==> config.mk <==
export PLATFORM = sky130hd
export DESIGN_NAME = lhb_host_port
export DESIGN_NICKNAME = d
export VERILOG_FILES = /design/src/hw/lhb_pkg.sv /design/src/hw/lhb_fifo.sv /design/src/hw/lhb_host_port.sv
export VERILOG_INCLUDE_DIRS = /design/src /design/src/hw
export SDC_FILE = /design/constraint.sdc
export NUM_CORES = 1
export LEC_CHECK = 0
export BUFFER_PORTS_ARGS = -buffer_cell sky130_fd_sc_hd__buf_4
export CAP_MARGIN = 20
export CORE_MARGIN = 2
export CORE_UTILIZATION = 56
export CTS_BUF_LIST = sky130_fd_sc_hd__clkbuf_4 sky130_fd_sc_hd__clkbuf_8 sky130_fd_sc_hd__clkbuf_16
export DETAILED_ROUTE_END_ITERATION = 6
export MAX_ROUTING_LAYER = met4
export PLACE_DENSITY_LB_ADDON = 0.15
export SYNTH_ARGS = -nofsm -noshare
export SYNTH_HDL_FRONTEND = slang
export SYNTH_SLANG_ARGS = --single-unit
==> constraint.sdc <==
create_clock -name i_sys_clk -period 3.3 [get_ports i_sys_clk]
set_input_delay 0.165 -clock i_sys_clk [delete_from_list [all_inputs] [get_ports i_sys_clk]]
set_output_delay 0.165 -clock i_sys_clk [all_outputs]
set_load 0.01 [all_outputs]
==> src/hw/lhb_consts.svh <==
// constants for the display host bus interface
`ifndef LHB_CONSTS_SVH
`define LHB_CONSTS_SVH
`define LHB_DATA_W      8
`define LHB_BIT_CNT_W   3
`define LHB_LAST_BIT    3'h7
`define LHB_MSB_POS     7
`define LHB_FIFO_DEPTH  4
`define LHB_BYTE_RST    8'h00
`define LHB_RS_RAM      1'b0
`define LHB_RS_REG      1'b1
`endif

==> src/hw/lhb_pkg.sv <==
// types for the display host bus interface
package lhb_pkg;
  typedef logic [7:0] lhb_byte_type;
  typedef enum logic [1:0] {
    LHB_IDLE  = 2'b00,
    LHB_WRITE = 2'b01,
    LHB_READ  = 2'b10
  } lhb_par_state_type;
endpackage

==> src/hw/lhb_fifo.sv <==
// small synchronous fifo with valid/ready on both sides
`timescale 1ns/1ps
module lhb_fifo #(
  parameter int WIDTH = 9,
  parameter int DEPTH = 4
) (
  input  wire logic             i_sys_clk,
  input  wire logic             i_sys_rst,
  input  wire logic             i_in_valid,
  output logic                  o_in_ready,
  input  wire logic [WIDTH-1:0] i_in_data,
  output logic                  o_out_valid,
  input  wire logic             i_out_ready,
  output logic      [WIDTH-1:0] o_out_data
);
  localparam int AW = (DEPTH > 1) ? $clog2(DEPTH) : 1;
  initial begin
    if (DEPTH < 2 || (DEPTH & (DEPTH - 1)) != 0) begin
      $error("lhb_fifo depth must be a power of two of at least 2");
    end
  end
  logic [WIDTH-1:0] mem_q [DEPTH];
  logic [AW:0]      wr_q;
  logic [AW:0]      rd_q;
  logic             push;
  logic             pop;
  logic             full;
  logic             empty;
  assign full        = (wr_q[AW] != rd_q[AW]) && (wr_q[AW-1:0] == rd_q[AW-1:0]);
  assign empty       = (wr_q == rd_q);
  assign o_in_ready  = !full;
  assign o_out_valid = !empty;
  assign push        = i_in_valid && !full;
  assign pop         = i_out_ready && !empty;
  assign o_out_data  = mem_q[rd_q[AW-1:0]];
  always_ff @(posedge i_sys_clk) begin
    if (push) begin
      mem_q[wr_q[AW-1:0]] <= i_in_data;
    end
  end
  always_ff @(posedge i_sys_clk) begin
    if (i_sys_rst) begin
      wr_q <= '0;
      rd_q <= '0;
    end else begin
      wr_q <= wr_q + (AW+1)'(push);
      rd_q <= rd_q + (AW+1)'(pop);
    end
  end
endmodule // lhb_fifo

==> src/hw/lhb_host_port.sv <==
// host port of the display controller: parallel 80-style bus or serial link
// ==========================================================================
// What this block does
// strap high picks the parallel port; strap low picks the write-only serial port
// host keeps serial clock and data steady while parallel port is in use
// in serial mode data bus stays released and read/write strobes are ignored
// register-select level is captured with every transfer to classify the byte
// parallel mode: a low write strobe takes the bus byte as a write
// parallel mode: read byte is driven onto the bus while read strobe is low
// serial mode: one data bit shifted in on each serial clock rise
// serial mode: eighth serial clock rise hands a whole byte to internal logic
// host returns serial clock low after a transfer and while idle
// external reset pin resets the whole controller
// chip select held low over every transfer; activity ignored while high
// register-select low means display memory data, high means register access
// serial bit counter cleared whenever chip select goes high
// serial bytes arrive msb first; first bit lands in bit 7
`timescale 1ns/1ps
`include "lhb_consts.svh"
module lhb_host_port #(
  parameter int FIFO_DEPTH = `LHB_FIFO_DEPTH
) (
  input  wire logic                 i_sys_clk,
  input  wire logic                 i_sys_rst,
  input  wire logic                 i_module_reset_in_n,
  input  wire logic                 i_chip_select_bar_n,
  input  wire logic                 i_register_select,
  input  wire logic                 i_par_ser_sel,
  input  wire logic                 i_write_n,
  input  wire logic                 i_read_n,
  input  wire lhb_pkg::lhb_byte_type i_parallel_data_bus,
  output lhb_pkg::lhb_byte_type     o_parallel_data_bus,
  output logic                      o_parallel_data_bus_oe_n,
  input  wire logic                 i_serial_clk,
  input  wire logic                 i_serial_data,
  output logic                      o_wr_valid,
  input  wire logic                 i_wr_ready,
  output lhb_pkg::lhb_byte_type     o_wr_data,
  output logic                      o_wr_is_reg,
  output logic                      o_rd_req,
  output logic                      o_rd_is_reg,
  input  wire lhb_pkg::lhb_byte_type i_rd_data,
  output logic                      o_ctrl_rst,
  output logic                      o_overrun
);
  import lhb_pkg::*;
  initial begin
    if (FIFO_DEPTH < 2) begin
      $error("lhb_host_port needs a fifo of at least two words");
    end
  end

  // ========================================================================
  // pin synchronisers: every pin passes two flops before logic reads it
  localparam int NPIN = 7;
  logic [NPIN-1:0] pin_raw;
  logic [NPIN-1:0] pin_m_q;
  logic [NPIN-1:0] pin_s_q;
  lhb_byte_type    bus_m_q;
  lhb_byte_type    bus_s_q;
  assign pin_raw = {i_module_reset_in_n, i_chip_select_bar_n, i_register_select,
                    i_par_ser_sel, i_write_n, i_read_n, i_serial_clk};
  always_ff @(posedge i_sys_clk) begin
    if (i_sys_rst) begin
      pin_m_q <= 7'h7E;
      pin_s_q <= 7'h7E;
      bus_m_q <= `LHB_BYTE_RST;
      bus_s_q <= `LHB_BYTE_RST;
    end else begin
      pin_m_q <= pin_raw;
      pin_s_q <= pin_m_q;
      bus_m_q <= i_parallel_data_bus;
      bus_s_q <= bus_m_q;
    end
  end
  logic sd_m_q;
  logic sd_s_q;
  always_ff @(posedge i_sys_clk) begin
    if (i_sys_rst) begin
      sd_m_q <= 1'b0;
      sd_s_q <= 1'b0;
    end else begin
      sd_m_q <= i_serial_data;
      sd_s_q <= sd_m_q;
    end
  end

  wire rstin_n = pin_s_q[6];
  wire cs_n    = pin_s_q[5];
  wire rs_s    = pin_s_q[4];
  wire par_sel = pin_s_q[3];
  wire wr_n_s  = pin_s_q[2];
  wire rd_n_s  = pin_s_q[1];
  wire sclk_s  = pin_s_q[0];

  // ========================================================================
  // controller reset: the pin resets all port state after the pin synchronisers and is passed on
  wire ctl_rst = i_sys_rst || !rstin_n;
  assign o_ctrl_rst = ctl_rst;

  // ========================================================================
  // edge finding on synchronised strobes and serial clock
  logic wr_n_d1_q;
  logic rd_n_d1_q;
  logic sclk_d1_q;
  always_ff @(posedge i_sys_clk) begin
    if (ctl_rst) begin
      wr_n_d1_q <= 1'b1;
      rd_n_d1_q <= 1'b1;
      sclk_d1_q <= 1'b0;
    end else begin
      wr_n_d1_q <= wr_n_s;
      rd_n_d1_q <= rd_n_s;
      sclk_d1_q <= sclk_s;
    end
  end
  wire par_mode = par_sel;
  wire ser_mode = !par_sel;
  wire sel_ok   = !cs_n;
  // write taken on the strobe's fall; the data was set up before it
  wire wr_fall  = par_mode && sel_ok && wr_n_d1_q && !wr_n_s;
  wire rd_fall  = par_mode && sel_ok && rd_n_d1_q && !rd_n_s;
  wire rd_hold  = par_mode && sel_ok && !rd_n_s;
  // serial clock is only looked at in serial mode, so a parked clock is harmless
  wire sclk_rise = ser_mode && sel_ok && !sclk_d1_q && sclk_s;

  // ========================================================================
  // serial shift register and bit counter
  logic [`LHB_BIT_CNT_W-1:0] bit_cnt_q;
  logic [`LHB_BIT_CNT_W-1:0] bit_cnt_d;
  lhb_byte_type              shift_q;
  lhb_byte_type              shift_d;
  assign shift_d   = {shift_q[`LHB_MSB_POS-1:0], sd_s_q};
  assign bit_cnt_d = bit_cnt_q + `LHB_BIT_CNT_W'(1);
  wire ser_done    = sclk_rise && (bit_cnt_q == `LHB_LAST_BIT);
  always_ff @(posedge i_sys_clk) begin
    if (ctl_rst || cs_n || par_mode) begin
      bit_cnt_q <= '0;
    end else if (sclk_rise) begin
      bit_cnt_q <= bit_cnt_d;
    end
  end
  always_ff @(posedge i_sys_clk) begin
    if (ctl_rst) begin
      shift_q <= `LHB_BYTE_RST;
    end else if (sclk_rise) begin
      shift_q <= shift_d;
    end
  end

  // ========================================================================
  // write path: either port feeds the fifo with {register_select, byte}
  logic        push_valid;
  logic        push_ready;
  logic [8:0]  push_word;
  logic [8:0]  pop_word;
  assign push_valid = wr_fall || ser_done;
  // the register-select level is taken at the same instant as the byte
  assign push_word  = ser_done ? {rs_s, shift_d} : {rs_s, bus_s_q};
  lhb_fifo #(
    .WIDTH (9),
    .DEPTH (FIFO_DEPTH)
  ) u_fifo (
    .i_sys_clk   (i_sys_clk),
    .i_sys_rst   (ctl_rst),
    .i_in_valid  (push_valid),
    .o_in_ready  (push_ready),
    .i_in_data   (push_word),
    .o_out_valid (o_wr_valid),
    .i_out_ready (i_wr_ready),
    .o_out_data  (pop_word)
  );
  assign o_wr_data   = pop_word[7:0];
  assign o_wr_is_reg = (pop_word[8] == `LHB_RS_REG);

  // the host has no wait line, so a byte arriving into a full fifo is lost
  logic overrun_q;
  always_ff @(posedge i_sys_clk) begin
    if (ctl_rst) begin
      overrun_q <= 1'b0;
    end else if (push_valid && !push_ready) begin
      overrun_q <= 1'b1;
    end
  end
  assign o_overrun = overrun_q;

  // ========================================================================
  // read path: request on the strobe's fall, drive the bus while held low
  logic         rd_req_q;
  logic         rd_is_reg_q;
  logic         drive_q;
  lhb_byte_type rd_byte_q;
  always_ff @(posedge i_sys_clk) begin
    if (ctl_rst) begin
      rd_req_q    <= 1'b0;
      rd_is_reg_q <= 1'b0;
    end else begin
      rd_req_q    <= rd_fall;
      rd_is_reg_q <= rd_fall ? (rs_s == `LHB_RS_REG) : rd_is_reg_q;
    end
  end
  always_ff @(posedge i_sys_clk) begin
    if (ctl_rst) begin
      rd_byte_q <= `LHB_BYTE_RST;
      drive_q   <= 1'b0;
    end else begin
      rd_byte_q <= rd_req_q ? i_rd_data : rd_byte_q;
      drive_q   <= rd_hold;
    end
  end
  assign o_rd_req                 = rd_req_q;
  assign o_rd_is_reg              = rd_is_reg_q;
  assign o_parallel_data_bus      = rd_byte_q;
  // low enable drives the bus; released in serial mode and when deselected
  assign o_parallel_data_bus_oe_n = !(drive_q && rd_hold);
endmodule // lhb_host_port

======== Word-level counts from Yosys, hierarchy flattened ========
Memory sizes are Yosys's and may differ from the RTL's. A register that Yosys moved wholly into a read port is not among the register bits.
Cells that the tools add are included.
word-level totals
  word-level logic and storage cells ...... 58
  ROM bits ................................ 0
  memories ................................ 1
  bits in registers ....................... 63
  memory bits (writable) .................. 36
  bits in latches ......................... 0
  input port bits ......................... 27
operators by class
  multipliers ............................. 0
  shift-type cells ........................ 0
  multiplexer cells ....................... 4
  divide/modulo/power cells ............... 0
  bitwise operators ....................... 0
  equality and inequality tests ........... 4
  $lt $le $gt $ge ......................... 0
  reductions and logical operators ........ 28
  add/sub/neg operators ................... 3
memory list
  memory        words  bits a word  read ports  clocked after Yosys merged registers in  wr ports  RTL line        RTL
  u_fifo.mem_q  4      9            1           1                                        1         lhb_fifo.sv:22  logic [WIDTH-1:0] mem_q [DEPTH];
operators by type and width
  operator             count
  $logic_and 1x1->1    15
  $logic_not 1->1      9
  $mux 8               1
  $add 3x1->3          2
  $logic_or 1x1->1     4
  $add 3x1->3 const B  1
  $eq 3x3->1           1
  $eq 3x3->1 const B   1
  $eq 2x2->1           1
  $mux 1               2
  $mux 2               1
  $ne 1x1->1           1

======== Logic depth before layout (Yosys ltp) ========
Gate-level depths: netlist of run 1.
  depth in word-level cells ............... 9
  depth in mapped cells ................... 8
  mapped depth without buffers ............ 8

======== By module ========
From an unflattened synthesis of run 1, not the netlist that was laid out.
unflattened totals
  cells, all modules ...................... 246
  area, all modules ....................... 3618.5 sq um
by module, submodules not included
  module         area an instance (sq um)  cells an instance  seq. area each (sq um)  times used
  lhb_host_port  1929.4                    163                1141.1                  1
  lhb_fifo       1689.1                    83                 1201.2                  1

======== Worst setup path before layout of run 1 ========
Ideal clock, no wire load.
  kind .................................... register to register
  start point ............................. register pin_s_q[5]
  end point ............................... memory u_fifo.mem_q[2][0], enable pin
  cell stages (with the launch flop) ...... 5
  clock period less this slack ............ 2405 ps
  setup time .............................. 403 ps
  arrival time ............................ 2003 ps
  slack ................................... 895 ps
  required time ........................... 2897 ps
  path through ............................ dfxtp_1 -> nor4b_4 -> buf_6 -> a21oi_4 -> nor4b_1
between the ends
  word-level cells in the longest chain between the ends .. 9
RTL lines
  what                              RTL line              RTL
  start: declaration                lhb_host_port.sv:58   logic [NPIN-1:0] pin_s_q;
  start signal: assignment          lhb_host_port.sv:71   pin_s_q <= pin_m_q;
  $logic_not 1->1 (*)               lhb_host_port.sv:119  wire sel_ok = !cs_n;
  $logic_and 1x1->1 (3 in series)   lhb_host_port.sv:125  wire sclk_rise = ser_mode && sel_ok && !sclk_d1_q && sclk_s;
  $logic_and 1x1->1                 lhb_host_port.sv:135  wire ser_done = sclk_rise && (bit_cnt_q == `LHB_LAST_BIT);
  $logic_or 1x1->1 (*)              lhb_host_port.sv:157  assign push_valid = wr_fall || ser_done;
  $logic_and 1x1->1 (*)             lhb_fifo.sv:33        assign push = i_in_valid && !full;
  $mux 1 (*)                        lhb_fifo.sv:37        if (push) begin
  $mux 1 (implied by the code) (*)  lhb_fifo.sv:38        mem_q[wr_q[AW-1:0]] <= i_in_data;
  end: declaration                  lhb_fifo.sv:22
Every way passes the cells marked *; elsewhere a longest branch is shown, timed or not.

======== Worst setup path in the final report of run 1 ========
  start point ............................. register u_fifo.rd_q[1]
  end point ............................... register u_fifo.rd_q[1]
between the ends
  word-level cells in the longest chain between the ends .. 4
RTL lines
  what                      RTL line        RTL
  start: declaration        lhb_fifo.sv:24  logic [AW:0] rd_q;
  start signal: assignment  lhb_fifo.sv:47  rd_q <= rd_q + (AW+1)'(pop);
  $eq 3x3->1                lhb_fifo.sv:30  assign empty = (wr_q == rd_q);
  $logic_not 1->1           lhb_fifo.sv:34  assign pop = i_out_ready && !empty;
  $logic_and 1x1->1         lhb_fifo.sv:34
  $add 3x1->3 (*)           lhb_fifo.sv:47
Marked as above.
A chain may end at the register's enable or synchronous reset.

==> results of run 1 <==
-- stage by stage --
stage | cells | util, % | area, sq um | total power, mW
2_1_floorplan | 240 | - | 3510 | 1.35
3_3_place_gp | 361 | 66.4 | 3980 | 1.39
3_5_place_dp | 361 | 66.4 | 3980 | 1.39
4_1_cts | 383 | 71.1 | 4260 | 2.20
5_1_grt | 383 | 71.1 | 4260 | 2.26
6_report | 383 | 71.1 | 4260 | 2.17
-- logic make-up (layout without fill, tap and decap cells) --
kind of cell / count (synthesis) / after routing / synth area share [%]
AO/OA/AOI/OAI: 4 / 4 / 1.21
XOR/XNOR: 6 / 6 / 1.50
adder cells (fa/ha/maj): 6 / 6 / 2.14
buffers and inverters: 11 / 79 / 1.53
flip-flops: 99 / 99 / 66.6
multiplexers: 34 / 34 / 13.2
AND/OR/NAND/NOR: 80 / 80 / 13.8
-- area by class of cell --
| type | count | area share, % |
|---|---|---|
| inverters | 1 | 0.0882 |
| well taps | 75 | 2.20 |
| repair buffers | 62 | 11.3 |
| clock buffers | 10 | 3.50 |
| multi-input cells | 130 | 26.3 |
| flip-flops and latches | 99 | 55.0 |
| clock inverters | 6 | 1.65 |
-- synthesized netlist by cell type, types with 2 or more instances --
cell type and count:
nand2_1 2, nand2b_1 2, clkbuf_1 7, and2_1 7, dfxtp_1 63, mux2_2 8, xor2_1 2, mux2i_1 17
mux4_2 9, nor2_1 18, ha_1 6, nor4b_1 2, nor4_1 4, nor2b_1 22, edfxtp_1 36, or2_2 13
xnor2_1 4
-- layer usage --
layer  share of wire, %  wire length (um)
met5                  0                 0
met4                2.2               111
met3                3.3               170
met2                 47              2420
met1                 47              2390
-- power breakdown --
group          switching [mW]  internal [mW]  leakage [nW]
sequential            0.00792           1.28         0.842
clock                   0.402          0.403         0.112
combinational          0.0304         0.0473         0.689
-- worst max path at each step --
stage | slack (ps) | start | cells after the start | end
final | 1250 | u_fifo.rd_q[1] | 6 | u_fifo.rd_q[1]
after global routing | 1090 | u_fifo.rd_q[1] | 7 | u_fifo.rd_q[2]
after CTS | 1210 | u_fifo.rd_q[1] | 6 | u_fifo.rd_q[1]
after detailed placement | 1230 | u_fifo.rd_q[1] | 6 | u_fifo.rd_q[1]
after global placement | 1250 | u_fifo.rd_q[1] | 7 | u_fifo.rd_q[2]
after floorplan | 890 | pin_s_q[5] | 4 | u_fifo.mem_q[2][0]
==> impl_metrics.env, run 1 <==
export IMPL_status="finished, final reports clean"
export IMPL_syn_to_final_growth_pct=21.1
export IMPL_vdd_ir_drop_worst_uv=303
export IMPL_fin_crit_sh_pct=62.1
export IMPL_drtIter0Drc=94
export IMPL_syn_area_sq_um=3510
export IMPL_async_reset_ff_share_pct=0
export IMPL_end_kind="flop"
export IMPL_fill_cells=419
export IMPL_synth_yosys_seq_area_share_pct=66.6
export IMPL_drt_pass1_iterations=3
export IMPL_dieHeight_um=83.2
export IMPL_yosysTopAreaCellShare_pct=35.9
export IMPL_clock_skew_ps=11.2
export IMPL_arrival_ps=2310
export IMPL_cts_buffer_depth=2
export IMPL_synth_main_ff_cell="dfxtp_1"
export IMPL_htree_levels=3
export IMPL_core_area_sq_um=5990
export IMPL_hold_viol_final=0
export IMPL_clk_pin_slew_ps=90
export IMPL_avgRoutedWirePerCell_um=13.3
export IMPL_synth_edf_count=36
export IMPL_holdPathStages=2
export IMPL_netlist_cell_type_count=35
export IMPL_period_minus_slack_ps=2050
export IMPL_r2r_cells=6
export IMPL_max_slew_margin_pct=51.6
export IMPL_tns_ps=0
export IMPL_rr_startpoint="u_fifo.rd_q[1]"
export IMPL_largest_reg_flops=36
export IMPL_use_met3_pct=3.58
export IMPL_syn_inst=240
export IMPL_cts_root_buf="clkbuf_8"
export IMPL_grt_ovfl_total=0
export IMPL_cts_setup_buffers=0
export IMPL_multiInputGateArea_sq_um=1120
export IMPL_ys_ff_latch=99
export IMPL_rsz0062_at_grt="false"
export IMPL_dieArea_sq_um=6930
export IMPL_r2r_slack_ps=1250
export IMPL_slowest_stage="dfxtp_1"
export IMPL_antenna_found_initial=0
export IMPL_layout_common_cells="dfxtp_1, buf_4, edfxtp_1"
export IMPL_io_buffers=49
export IMPL_grt_util_all_layers_pct=16.2
export IMPL_io_pin_count=50
export IMPL_dr_total_vias=1895
export IMPL_fmax_ghz=0.488
export IMPL_cts_buffers=9
export IMPL_grt_pass1_vias=1775
export IMPL_gp_congestion=0.734
export IMPL_slowest_delay_ps=640
export IMPL_drive_gt1_share_pct=35.7
export IMPL_grt_busiest_layer="met2"
export IMPL_hold_buffers=6
export IMPL_use_met2_pct=24.2
export IMPL_start_util_pct=58.7
export IMPL_min_delay_start="i_parallel_data_bus[5]"
export IMPL_synth_area_leaders="dfxtp_1, edfxtp_1, mux4_2"
export IMPL_crit_chain="xor2_1 -> or3b_1 -> and2_1 -> ha_1 -> ha_1 -> and2_1"
export IMPL_via_per_inst=4.95
export IMPL_cap_violations=0
export IMPL_crit_buf_inv=0
export IMPL_worst_pin_slew_ps=726
export IMPL_synth_fp_nets=273
export IMPL_diodes=0
export IMPL_holdCritPathClass="primary input to flop"
export IMPL_cp_max_fo=11
export IMPL_setup_viol=0
export IMPL_critical_path_top_delay_family="simple AND/OR/NAND/NOR gates"
export IMPL_cts_num_sinks=99
export IMPL_die_w_um=83.2
export IMPL_drc=0
export IMPL_grt_pass1_wl_um=8530
export IMPL_drv_slew=0
export IMPL_register_area_sq_um=2340
export IMPL_worstSkewPairLatency_ps=350
export IMPL_reg2reg_to="u_fifo.rd_q[1]"
export IMPL_cp_required_ps=3560
export IMPL_whs_ps=19.3
export IMPL_worstSetupPathType="flop to flop"
export IMPL_cts_resized_gates=0
export IMPL_yosysWarnings=0
export IMPL_cts_tree="yes"
export IMPL_place_ws_ps=1230
export IMPL_critPathLaunchType="flop"
export IMPL_p_leak_nw=1.64
export IMPL_routed_wl_um=5090
export IMPL_layout_commonest_cell="dfxtp_1"
export IMPL_grt_max_degree=34
export IMPL_worst_slack_ps=1250
export IMPL_row_count=28
export IMPL_dp_hpwl_um=3380
export IMPL_nets=336
export IMPL_synth_top_area_cell="dfxtp_1"
export IMPL_hold_path_end="bus_m_q[5]"
export IMPL_avgSynthCellArea_sq_um=14.6
export IMPL_power_density_nw_per_um2=510
export IMPL_grt_use_met1_pct=20.9
export IMPL_ant_nets=0
No activity file was read; power rests on OpenSTA's default activity.
==> run 2, diff against run 1 <==
==> constraint.sdc (replaced) <==
create_clock -name i_sys_clk -period 2.1 [get_ports i_sys_clk]
set_input_delay 0.105 -clock i_sys_clk [delete_from_list [all_inputs] [get_ports i_sys_clk]]
set_output_delay 0.105 -clock i_sys_clk [all_outputs]
set_load 0.01 [all_outputs]
==> impl_metrics.env, run 2 (same netlist as run 1, synthesis figures left out) <==
export IMPL_routed_wl_um=5400
export IMPL_dpl_cell_count=364
export IMPL_io_buffers=49
export IMPL_ant_nets=0
export IMPL_dieArea_sq_um=6930
export IMPL_drv_slew=0
export IMPL_p_sw_mw=0.696
export IMPL_row_count=28
export IMPL_fmax_ghz=0.557
export IMPL_start_util_pct=58.7
export IMPL_drc=0
export IMPL_cts_resized_gates=0
export IMPL_end_kind="flop"
export IMPL_grt_pass1_wl_um=9020
export IMPL_worst_pin_slew_ps=562
export IMPL_dr_total_vias=1987
export IMPL_core_area_sq_um=5990
export IMPL_cp_max_fo=6
export IMPL_dp_hpwl_um=3580
export IMPL_arrival_ps=2050
export IMPL_htree_levels=3
export IMPL_cts_buffer_depth=2
export IMPL_diodes=0
export IMPL_status="finished, final reports clean"
export IMPL_power_density_nw_per_um2=757
export IMPL_period_minus_slack_ps=1800
export IMPL_dpl_cell_area_sq_um=4000
export IMPL_combinationalPowerShare_pct=4.5
export IMPL_tns_ps=0
export IMPL_holdCritPathClass="primary input to flop"
export IMPL_worstSetupPathType="flop to flop"
export IMPL_cts_num_sinks=99
export IMPL_clockPowerShare_pct=35.3
export IMPL_cts_tree="yes"
export IMPL_rsz0062_at_grt="false"
export IMPL_fin_crit_sh_pct=85.5
export IMPL_cp_required_ps=2360
export IMPL_grt_max_degree=34
export IMPL_avgRoutedWirePerCell_um=13.4
export IMPL_grt_ovfl_total=0
export IMPL_hold_viol_final=0
export IMPL_largest_reg_flops=36
export IMPL_syn_to_final_growth_pct=26.4
export IMPL_cap_violations=0
export IMPL_crit_chain="xor2_1 -> or3b_1 -> and2_1 -> ha_1 -> ha_1 -> and2_1"
export IMPL_slowest_delay_ps=400
export IMPL_drive_gt1_share_pct=34.3
export IMPL_dieHeight_um=83.2
export IMPL_clk_pin_slew_ps=90
export IMPL_die_w_um=83.2
export IMPL_slowest_stage="or3b_1"
export IMPL_gp_congestion=0.769
export IMPL_cts_buffers=9
export IMPL_seq_power_share_pct=60.2
export IMPL_final_area_sq_um=4440
export IMPL_setup_viol=0
export IMPL_cts_root_buf="clkbuf_8"
export IMPL_p_int_mw=2.67
export IMPL_fill_cells=388
export IMPL_p_leak_nw=1.72
export IMPL_vdd_ir_drop_worst_uv=537
export IMPL_grt_util_all_layers_pct=17.2
export IMPL_drtIter0Drc=90
export IMPL_nets=357
export IMPL_clock_skew_ps=11.7
export IMPL_power_share_switching_pct=20.7
export IMPL_layout_common_cells="dfxtp_1, buf_4, edfxtp_1"
export IMPL_grt_pass1_vias=1969
export IMPL_antenna_found_initial=0
export IMPL_multiInputGateArea_sq_um=1120
export IMPL_drt_pass1_iterations=5
export IMPL_critPathLaunchType="flop"
export IMPL_instances_no_fill=404
export IMPL_layout_commonest_cell="dfxtp_1"
export IMPL_worstSkewPairLatency_ps=360
export IMPL_max_slew_margin_pct=62.5
export IMPL_io_pin_count=50
export IMPL_finalPower_mw=3.36
export IMPL_register_area_sq_um=2340
export IMPL_via_per_inst=4.92
run 2: path summary, 6_finish.rpt:
kind	start	to	slack [ps]	depth (start not counted)
max	u_fifo.wr_q[1]	u_fifo.rd_q[1]	300	6
min	i_sys_rst	pin_s_q[0]	100	2
max reg2reg	u_fifo.wr_q[1]	u_fifo.rd_q[1]	300	6
min reg2reg	pin_m_q[2]	pin_s_q[2]	420	1
run 2: power by group through the flow:
stage / logic (mW) / registers, mW / clock network, mW
floorplan: 0.0594 / 2.07 / 0
global placement: 0.113 / 2.07 / 0
detailed placement: 0.116 / 2.07 / 0
CTS: 0.151 / 2.02 / 1.20
global route: 0.166 / 2.03 / 1.29
finish: 0.151 / 2.02 / 1.19
run 2: per-stage QoR:
step / hold slack [ps] / setup WS (ps) / utilization [%]
6_report: 98.2 / 305 / 74.2
2_1_floorplan: 177 / -305 / -
3_5_place_dp: 291 / 299 / 66.8
5_1_grt: 108 / 92.3 / 74.2
4_1_cts: 99.8 / 294 / 74.2
3_3_place_gp: 290 / 363 / 66.8
run 2: area by class of cell:
cell class / instances / area share, %
Timing Repair Buffer: 83 / 15.4
Multi-Input combinational cell: 130 / 25.2
Clock inverter: 4 / 0.704
Sequential cell: 99 / 52.7
Tap cell: 75 / 2.11
Clock buffer: 12 / 3.83
Inverter: 1 / 0.0845
run 2: metal layers:
| metal | track usage, % | routed length, um |
|---|---|---|
| met1 | 21.1 | 2590 |
| met2 | 26.9 | 2550 |
| met3 | 4.47 | 195 |
| met4 | 8.05 | 70 |
| met5 | - | 0 |
run 2: worst max-delay path, delay by kind of cell (launching register included):
kind                     cells  cell delay, ps
XOR/XNOR                     1             190
adder cells (fa/ha/maj)      2             440
flip-flops                   1             370
AND/OR/NAND/NOR              3             700
run 2: what timing repair did:
action                                 in CTS  in global routing
setup endpoints to repair                   0                  0
endpoints found under the hold margin      24                  0
buffers inserted                            0                  0
hold buffers                               24                  0
